<file path="config.mk">
export PLATFORM = sky130hd
export DESIGN_NAME = spu_serial_port
export DESIGN_NICKNAME = d
export VERILOG_FILES = /design/src/verilog/spu_serial_port.v
export VERILOG_INCLUDE_DIRS = /design/src /design/src/verilog
export SDC_FILE = /design/constraint.sdc
export NUM_CORES = 1
export LEC_CHECK = 0
export ABC_AREA = 1
export BUFFER_PORTS_ARGS = -buffer_cell sky130_fd_sc_hd__buf_2
export CORE_MARGIN = 2
export CORE_UTILIZATION = 50
export DETAILED_ROUTE_END_ITERATION = 8
export PLACE_DENSITY_LB_ADDON = 0.25
export SYNTH_ARGS = -nofsm -noshare
export SYNTH_HDL_FRONTEND = slang
export SYNTH_SLANG_ARGS = --single-unit
</file>
<file path="constraint.sdc">
create_clock -name sys_clk -period 1.9 [get_ports sys_clk]
set_input_delay 0.285 -clock sys_clk [delete_from_list [all_inputs] [get_ports sys_clk]]
set_output_delay 0.285 -clock sys_clk [all_outputs]
set_load 0.01 [all_outputs]
</file>
<file path="src/verilog/spu_consts.vh">
// Constants for the serial port block: register map, control fields, modes, timing
`ifndef SPU_CONSTS_VH
`define SPU_CONSTS_VH
// Register indices as printed; byte address is four times the index
`define SPU_IDX_CTRL_HIGH   8'h00
`define SPU_IDX_CTRL_LOW    8'h01
`define SPU_IDX_BAUD        8'h03
`define SPU_IDX_DATA        8'hf0
`define SPU_ADDR_W          10
// High control fields
`define SPU_H_MODE_HI       7
`define SPU_H_MODE_LO       6
`define SPU_H_MPFILT        5
`define SPU_H_RXEN          4
`define SPU_H_TX9           3
`define SPU_H_RX9           2
`define SPU_H_RXIE          1
`define SPU_H_RXPEND        0
// Low control fields
`define SPU_L_PARGEN        7
`define SPU_L_CLK_HI        3
`define SPU_L_CLK_LO        2
`define SPU_L_TXIE          1
`define SPU_L_TXPEND        0
// Modes
`define SPU_MODE_SYNC       2'b00
`define SPU_MODE_ASYNC8     2'b01
`define SPU_MODE_ASYNC9F    2'b10
`define SPU_MODE_ASYNC9V    2'b11
// Oversampling
`define SPU_OVS_LAST        4'hf
`define SPU_OVS_MID         4'h7
`define SPU_CTRL_RESET      8'h00
`define SPU_IDLE_LINE       1'b1
// Bit counts: sync 8 bits; async 8 data + optional ninth + stop
`define SPU_SYNC_LAST       4'h7
`define SPU_D8_LAST         4'h8
`define SPU_D9_LAST         4'h9
`endif

</file>
<file path="src/verilog/spu_serial_port.v">
// Serial port with sync shift and 8/9-bit async modes, APB register access
// Operation
// - Sync mode sets receive pending after eighth bit shifted in.
// - 8-bit async sets receive pending at stop bit midpoint.
// - 9-bit async sets receive pending at ninth bit midpoint.
// - Pending flags stay set until software writes them clear.
// - Sync mode sets transmit pending after eighth bit shifted out.
// - Async modes set transmit pending as stop bit begins.
// - Sync bit rate is clock over 16 times divisor plus one.
// - Fixed 9-bit mode runs at clock over 16.
// - 8-bit and variable 9-bit run at clock over 16 times divisor plus one.
// - Sync mode: data on rx pin both ways, clock on tx pin, LSB first.
// - Mode bits 7:6 of high control pick sync, 8-bit, fixed 9-bit.
// - Sync receive runs when pending clear and receive enable set.
// - Receive interrupt request only while receive interrupt enable set.
// - Clock source select at low control bits 3:2.
// - Low control bit 7 makes hardware supply the parity bit.
// - 8-bit frame: start, eight data LSB first, stop.
// - Hardware inserts start and stop around the data byte.
// - Async receive starts on low start bit when receive enabled.
// - 9-bit frame: start, eight data, ninth bit, stop.
// - Ninth bit sent from control bit 3, received into bit 2.
// - A write to the data register starts a transmission.
// - Data writes load transmit buffer, reads return receive buffer.
// - In async modes next byte may arrive before read; unread byte is overwritten.
// - Mode bits 11 select variable-rate 9-bit async.
// - Filter bit blocks receive interrupt when ninth bit is zero.
//
// The APB interface to the registers was decided locally.
`timescale 1ns/1ps
`include "spu_consts.vh"
module spu_serial_port (
  input  wire        sys_clk,
  input  wire        arst_n,
  input  wire        psel,
  input  wire        penable,
  input  wire        pwrite,
  input  wire [31:0] paddr,
  input  wire [31:0] pwdata,
  output reg  [31:0] prdata,
  output reg         pready,
  output reg         pslverr,
  input  wire        rx_pin_in,
  output reg         rx_pin_out,
  output reg         rx_pin_oe,
  output reg         tx_pin,
  output reg         rx_irq,
  output reg         tx_irq,
  output reg  [1:0]  clk_source_sel
);

  reg [7:0] ctrl_high;
  reg [7:0] ctrl_low;
  reg [7:0] baud_divisor;
  reg [7:0] rx_buffer;
  reg [7:0] tx_shift;
  reg       tx_ninth;
  reg [7:0] rx_shift;
  reg [7:0] baud_cnt;
  reg       rx_sync1;
  reg       rx_sync2;
  reg       rx_armed;

  localparam TX_IDLE  = 4'b0001;
  localparam TX_START = 4'b0010;
  localparam TX_DATA  = 4'b0100;
  localparam TX_STOP  = 4'b1000;
  localparam RX_IDLE  = 3'b001;
  localparam RX_START = 3'b010;
  localparam RX_DATA  = 3'b100;

  reg [3:0] tx_state;
  reg [3:0] tx_ovs;
  reg [3:0] tx_bit;
  reg [2:0] rx_state;
  reg [3:0] rx_ovs;
  reg [3:0] rx_bit;

  function [9:0] reg_addr;
    input [7:0] idx;
    begin
      reg_addr = {idx, 2'b00};
    end
  endfunction

  wire [1:0] mode   = ctrl_high[`SPU_H_MODE_HI:`SPU_H_MODE_LO];
  wire       sync_m = (mode == `SPU_MODE_SYNC);
  wire       nine_m = mode[1];
  wire [9:0] a      = paddr[`SPU_ADDR_W-1:0];
  wire       acc    = psel && penable && !pready;
  wire       wr     = acc && pwrite;
  wire       hit_h  = (a == reg_addr(`SPU_IDX_CTRL_HIGH));
  wire       hit_l  = (a == reg_addr(`SPU_IDX_CTRL_LOW));
  wire       hit_b  = (a == reg_addr(`SPU_IDX_BAUD));
  wire       hit_d  = (a == reg_addr(`SPU_IDX_DATA));
  wire       mapped = hit_h || hit_l || hit_b || hit_d;
  wire       tx_go  = wr && hit_d;

  // Fixed mode ignores the divisor; others reload from it
  wire [7:0] reload = (mode == `SPU_MODE_ASYNC9F) ? 8'h00 : baud_divisor;
  wire       tick   = (baud_cnt == 8'h00);

  // Parity over data byte replaces software ninth bit when enabled
  wire       ninth_src = ctrl_low[`SPU_L_PARGEN] ? ^pwdata[7:0] : ctrl_high[`SPU_H_TX9];
  wire [3:0] tx_last   = sync_m ? `SPU_SYNC_LAST : (nine_m ? `SPU_D8_LAST : `SPU_SYNC_LAST);
  wire       sync_rx_on = sync_m && ctrl_high[`SPU_H_RXEN] && !ctrl_high[`SPU_H_RXPEND];

  reg set_rxp;
  reg set_txp;
  reg set_rx9;
  reg val_rx9;

  always @(posedge sys_clk or negedge arst_n) begin
    if (!arst_n) begin
      baud_cnt <= 8'h00;
    end else if (tick) begin
      baud_cnt <= reload;
    end else begin
      baud_cnt <= baud_cnt - 8'h01;
    end
  end

  always @(posedge sys_clk or negedge arst_n) begin
    if (!arst_n) begin
      rx_sync1 <= `SPU_IDLE_LINE;
      rx_sync2 <= `SPU_IDLE_LINE;
    end else begin
      rx_sync1 <= rx_pin_in;
      rx_sync2 <= rx_sync1;
    end
  end

  // Transmit and sync shift engine
  always @(posedge sys_clk or negedge arst_n) begin
    if (!arst_n) begin
      tx_state   <= TX_IDLE;
      tx_ovs     <= 4'h0;
      tx_bit     <= 4'h0;
      tx_shift   <= 8'h00;
      tx_ninth   <= 1'b0;
      tx_pin     <= `SPU_IDLE_LINE;
      rx_pin_out <= 1'b0;
      rx_pin_oe  <= 1'b0;
      rx_shift   <= 8'h00;
      rx_state   <= RX_IDLE;
      rx_ovs     <= 4'h0;
      rx_bit     <= 4'h0;
      rx_armed   <= 1'b0;
      set_txp    <= 1'b0;
      set_rxp    <= 1'b0;
      set_rx9    <= 1'b0;
      val_rx9    <= 1'b0;
      rx_buffer  <= 8'h00;
    end else begin
      set_txp <= 1'b0;
      set_rxp <= 1'b0;
      set_rx9 <= 1'b0;
      if (sync_m) begin
        rx_state <= RX_IDLE;
        case (tx_state)
          TX_IDLE: begin
            tx_pin    <= `SPU_IDLE_LINE;
            rx_pin_oe <= 1'b0;
            if (tx_go || (sync_rx_on && !set_rxp)) begin
              tx_shift  <= pwdata[7:0];
              tx_ninth  <= tx_go; // Marks a transmit shift
              tx_bit    <= 4'h0;
              tx_ovs    <= 4'h0;
              tx_state  <= TX_DATA;
              rx_pin_oe <= tx_go;
              rx_pin_out <= pwdata[0];
            end
          end
          TX_DATA: begin
            if (tick) begin
              tx_ovs <= tx_ovs + 4'h1;
              // Clock low first half, high second; data sampled on rise
              tx_pin <= (tx_ovs >= `SPU_OVS_MID) && (tx_ovs != `SPU_OVS_LAST);
              if (tx_ovs == `SPU_OVS_MID && !tx_ninth) begin
                rx_shift <= {rx_sync2, rx_shift[7:1]};
              end
              if (tx_ovs == `SPU_OVS_LAST) begin
                tx_shift   <= {1'b0, tx_shift[7:1]};
                rx_pin_out <= tx_shift[1];
                if (tx_bit == `SPU_SYNC_LAST) begin
                  tx_state <= TX_IDLE;
                  tx_pin   <= `SPU_IDLE_LINE; // No stray clock edge after the last bit
                  rx_pin_oe <= 1'b0;
                  if (tx_ninth) begin
                    set_txp <= 1'b1;
                  end else begin
                    set_rxp   <= 1'b1;
                    rx_buffer <= rx_shift;
                  end
                end
                tx_bit <= tx_bit + 4'h1;
              end
            end
          end
          default: begin
            tx_state <= TX_IDLE;
          end
        endcase
      end else begin
        rx_pin_oe <= 1'b0;
        case (tx_state)
          TX_IDLE: begin
            tx_pin <= `SPU_IDLE_LINE;
            if (tx_go) begin
              tx_shift <= pwdata[7:0];
              tx_ninth <= ninth_src;
              tx_state <= TX_START;
              tx_ovs   <= 4'h0;
              tx_bit   <= 4'h0;
              tx_pin   <= 1'b0;
            end
          end
          TX_START: begin
            if (tick) begin
              tx_ovs <= tx_ovs + 4'h1;
              if (tx_ovs == `SPU_OVS_LAST) begin
                tx_state <= TX_DATA;
                tx_pin   <= tx_shift[0];
              end
            end
          end
          TX_DATA: begin
            if (tick) begin
              tx_ovs <= tx_ovs + 4'h1;
              if (tx_ovs == `SPU_OVS_LAST) begin
                tx_bit <= tx_bit + 4'h1;
                if (tx_bit == tx_last) begin
                  tx_state <= TX_STOP;
                  tx_pin   <= `SPU_IDLE_LINE;
                  set_txp  <= 1'b1;
                end else if (tx_bit == `SPU_SYNC_LAST) begin
                  tx_pin <= tx_ninth;
                end else begin
                  tx_shift <= {1'b0, tx_shift[7:1]};
                  tx_pin   <= tx_shift[1];
                end
              end
            end
          end
          TX_STOP: begin
            if (tick) begin
              tx_ovs <= tx_ovs + 4'h1;
              if (tx_ovs == `SPU_OVS_LAST) begin
                tx_state <= TX_IDLE;
              end
            end
          end
          default: begin
            tx_state <= TX_IDLE;
          end
        endcase
        // Asynchronous receiver
        case (rx_state)
          RX_IDLE: begin
            // Rearm only after a high line, so a low ninth bit is no start
            if (rx_sync2) begin
              rx_armed <= 1'b1;
            end
            if (ctrl_high[`SPU_H_RXEN] && rx_armed && !rx_sync2 && tick) begin
              rx_state <= RX_START;
              rx_ovs   <= 4'h0;
              rx_armed <= 1'b0;
            end
          end
          RX_START: begin
            if (tick) begin
              rx_ovs <= rx_ovs + 4'h1;
              if (rx_ovs == `SPU_OVS_MID - 4'h1) begin
                // Glitch shorter than half a bit is rejected
                if (rx_sync2) begin
                  rx_state <= RX_IDLE;
                end else begin
                  rx_state <= RX_DATA;
                  rx_bit   <= 4'h0;
                  rx_ovs   <= 4'h0;
                end
              end
            end
          end
          RX_DATA: begin
            if (tick) begin
              rx_ovs <= rx_ovs + 4'h1;
              if (rx_ovs == `SPU_OVS_LAST) begin
                rx_bit <= rx_bit + 4'h1;
                if (rx_bit < `SPU_D8_LAST) begin
                  rx_shift <= {rx_sync2, rx_shift[7:1]};
                end
                // Ninth position: stop bit in 8-bit mode, ninth data bit otherwise
                if (rx_bit == `SPU_D8_LAST) begin
                  rx_state  <= RX_IDLE;
                  set_rxp   <= 1'b1;
                  set_rx9   <= nine_m;
                  val_rx9   <= rx_sync2;
                  rx_buffer <= rx_shift;
                end
              end
            end
          end
          default: begin
            rx_state <= RX_IDLE;
          end
        endcase
      end
    end
  end

  // Filter: 9-bit frames with ninth zero raise no pending
  wire rxp_event = set_rxp && !(nine_m && ctrl_high[`SPU_H_MPFILT] && set_rx9 && !val_rx9);

  // Registers; hardware set wins over software clear
  always @(posedge sys_clk or negedge arst_n) begin
    if (!arst_n) begin
      ctrl_high    <= `SPU_CTRL_RESET;
      ctrl_low     <= `SPU_CTRL_RESET;
      baud_divisor <= 8'h00;
    end else begin
      if (wr && hit_h) begin
        ctrl_high <= pwdata[7:0];
      end
      if (wr && hit_l) begin
        ctrl_low <= pwdata[7:0];
      end
      if (wr && hit_b) begin
        baud_divisor <= pwdata[7:0];
      end
      if (set_rx9) begin
        ctrl_high[`SPU_H_RX9] <= val_rx9;
      end
      if (rxp_event) begin
        ctrl_high[`SPU_H_RXPEND] <= 1'b1;
      end
      if (set_txp) begin
        ctrl_low[`SPU_L_TXPEND] <= 1'b1;
      end
    end
  end

  always @(posedge sys_clk or negedge arst_n) begin
    if (!arst_n) begin
      pready  <= 1'b0;
      pslverr <= 1'b0;
      prdata  <= 32'h00000000;
      rx_irq  <= 1'b0;
      tx_irq  <= 1'b0;
      clk_source_sel <= 2'b00;
    end else begin
      pready  <= acc;
      pslverr <= acc && !mapped;
      if (acc && !pwrite) begin
        prdata <= hit_h ? {24'h000000, ctrl_high} :
                  hit_l ? {24'h000000, ctrl_low} :
                  hit_b ? {24'h000000, baud_divisor} :
                  hit_d ? {24'h000000, rx_buffer} : 32'h00000000;
      end
      rx_irq <= ctrl_high[`SPU_H_RXPEND] && ctrl_high[`SPU_H_RXIE];
      tx_irq <= ctrl_low[`SPU_L_TXPEND] && ctrl_low[`SPU_L_TXIE];
      clk_source_sel <= ctrl_low[`SPU_L_CLK_HI:`SPU_L_CLK_LO];
    end
  end

endmodule // spu_serial_port

</file>
==> qor.csv <==
metric;value;unit
grt_pass1_vias;5075;
cp-startpoint;tx_bit[1];
tns;0;ps
max_clock_freq;559;MHz
drc_errors;0;
post-route-min-period;1790;ps
cts_tree;done;
fp-row-count;40;
startpoint_type;flop;
dr.pass1.iters;5;
post_drt_wl_per_cell;14.7;µm
finClkSkew;8.15;ps
drive_above_1_share;0.186;
hpwl;11000;µm
numCtsBuffers;9;
multi_input_area;2960;µm²
path_max_fanout;15;
register_area;2610;µm²
ys.warnings.count;0;
ios;111;
min_path_type;input port to flop;
crit_cells;9;
async_reset_ff_frac;1.00;
whs;24.8;ps
irDropWorstVdd;680;µV
period_share;0.941;
ys_top_cells_by_area;dfrtp_1 (41%), nand2_1 (13%), nand3_1 (6.7%);
crit_buf_inv;1;
syn2layout_area_growth;12.5;%
syn_area_per_cell;7.77;µm²
cp.required;2150;ps
pwr_density_cell;1020;nW/µm²
die_w;114;µm
crit_family;simple AND/OR/NAND/NOR gates;
yosysSeqAreaShare;0.431;
slowest_delay;430;ps
ys.flop_type;dfrtp_1;
path_cells;ha_1 > nand2_1 > nor2_1 > nor2_1 > nor3_2 > nand2_2 > buf_12 > nand2_1 > o21ai_2;
endpoint;rx_buffer[5];
synthCells;778;
cts_max_path_buffers;2;
post_dp_cell_area;6490;µm²
setup_viol;0;
yosysTopAreaCell;dfrtp_1;
status;finished, final reports clean;
synth_cell_type_count;45;
cp_slowest_cell;dfrtp_1;
synth_edf_count;0;
design_area;6810;µm²
rsz0062_at_grt;false;
crit_arrival;2030;ps
critical_path_class;flop to flop;
start_util;0.508;
antenna_found_initial;0;
drt_wl_total;14600;µm
reg2regPathDepth;9;
postRouteAntennaNets;0;
vias;5322;
fin_nets;917;
worstSkewPairLatency;360;ps
grt_max_degree;45;
port_buffers;40;
htree_levels;3;
hold_violations;0;
r2r-end;rx_buffer[5];
leakagePower;3.38;nW
grt_use_total;0.237;
vias_per_cell;5.37;
overflow;0;
num_antenna_cells;0;
synth_top_area_share;0.410;
nFillCells;1097;
grt_pass1_wl;24400;µm
maxCapViolCount;0;
ys_seq_elements;104;
first_iter_violations;482;
gp_congestion;0.926;
die_y;114;µm
rr_startpoint;tx_bit[1];
root_buffer;clkbuf_16;
path_clk_slew;70;ps
maxSlewViolCount;0;
cts.sinks;104;
core_area;11900;µm²
r2r_setup_slack;110;ps
syn_area;6050;µm²
cp-end-kind;flop;
die-area;13000;µm²
[placed cells by master (no fill, tap or decap), types with 2 or more instances in the layout]
master and count:
buf_2 39, conb_1 24, inv_2 3, nand2_1 206, o21bai_1 4, ha_1 7, nand2_4 3, nor2_4 10
xnor2_1 7, buf_12 4, nand3_1 81, nand2_2 16, o21ai_2 15, clkbuf_16 9, inv_1 82, nand3_2 5
clkinv_4 2, or2_2 2, o21ai_0 64, clkinvlp_4 2, o21ai_1 5, nand4_1 21, nor4_1 3, nor2_1 51
nor2_2 10, xor2_1 10, nor3_1 4, dfstp_2 5, dfrtp_1 99, a21oi_1 9, buf_4 22
[stage by stage]
| step | utilization | power [mW] | std cells | setup slack (ps) |
|---|---|---|---|---|
| CTS | 0.569 | 6.92 | 990 | 45.9 |
| global route | 0.571 | 7.44 | 991 | 0.810 |
| detailed placement | 0.545 | 5.11 | 973 | 65.8 |
| global placement | 0.545 | 5.00 | 973 | 127 |
| floorplan | - | 4.54 | 801 | 258 |
| finish | 0.571 | 6.94 | 991 | 113 |
[power by group]
| group | switching [mW] | internal (mW) | total (mW) |
|---|---|---|---|
| clock | 0.863 | 0.935 | 1.80 |
| sequential | 0.295 | 2.56 | 2.85 |
| combinational | 1.49 | 0.796 | 2.29 |
[synth_stat cells, drive strengths merged (2+ instances only)]
cell and number:
nand2 225, clkbuf 3, nor4 3, a21oi 11, o21ai 84, buf 36, dfstp 5, or2 2
ha 8, nand4 22, nor3 5, xor2 10, o21bai 4, nand3 87, dfrtp 99, inv 85
xnor2 7, nor2 71
[kinds of logic after synthesis]
logic type	synth area share
AO/OA/AOI/OAI	0.105
XOR/XNOR	0.0246
adder cells (fa/ha/maj)	0.0166
buffers and inverters	0.0974
flip-flops	0.431
other	0.000620
AND/OR/NAND/NOR	0.325
[worst min path at each step]
stage | startpoint | to | slack, ps | cells past startpoint
floorplan | arst_n | baud_cnt[0] | -10 | 0
global placement | arst_n | pslverr | 250 | 1
detailed placement | arst_n | pslverr | 250 | 1
CTS | rx_pin_in | rx_sync1 | 10 | 1
global route | rx_pin_in | rx_sync1 | 20 | 1
finish | rx_pin_in | rx_sync1 | 20 | 1
[sequential cells by signal, summed over array words and instances, names as in the netlist, 2 cells and up]
| register | count |
|---|---|
| tx_shift | 8 |
| baud_divisor | 8 |
| clk_source_sel | 2 |
| rx_bit | 4 |
| rx_shift | 8 |
| rx_state | 3 |
| tx_bit | 4 |
| prdata | 8 |
| baud_cnt | 8 |
| tx_ovs | 4 |
| tx_state | 4 |
| rx_ovs | 4 |
| rx_buffer | 8 |
| ctrl_high | 8 |
| ctrl_low | 8 |
[repair_timing]
action                                  in CTS  in global routing
buffers inserted                             0                  1
endpoints found under the hold margin       28                  0
hold buffers                                 1                  0
gates resized for setup                      0                  7
endpoints found under the setup margin       0                 25
[routing by layer]
layer | vias up | share of wire | routed length (µm) | GRT usage
li1 | 2594 | - | - | -
met1 | 2553 | 0.46 | 6640 | 0.313
met2 | 147 | 0.48 | 7010 | 0.386
met3 | 28 | 0.039 | 571 | 0.0473
met4 | 0 | 0.025 | 359 | 0.0927
met5 | - | 0 | 0 | 0
[area by class of cell]
type,instances,share of cell area
Multi-Input combinational cell,572,0.434
Inverter,86,0.0476
Timing Repair Buffer,66,0.0662
Sequential cell,104,0.383
Clock inverter,5,0.00607
Tap cell,147,0.0270
Clock buffer,11,0.0357
(Power assumes the default switching activity.)
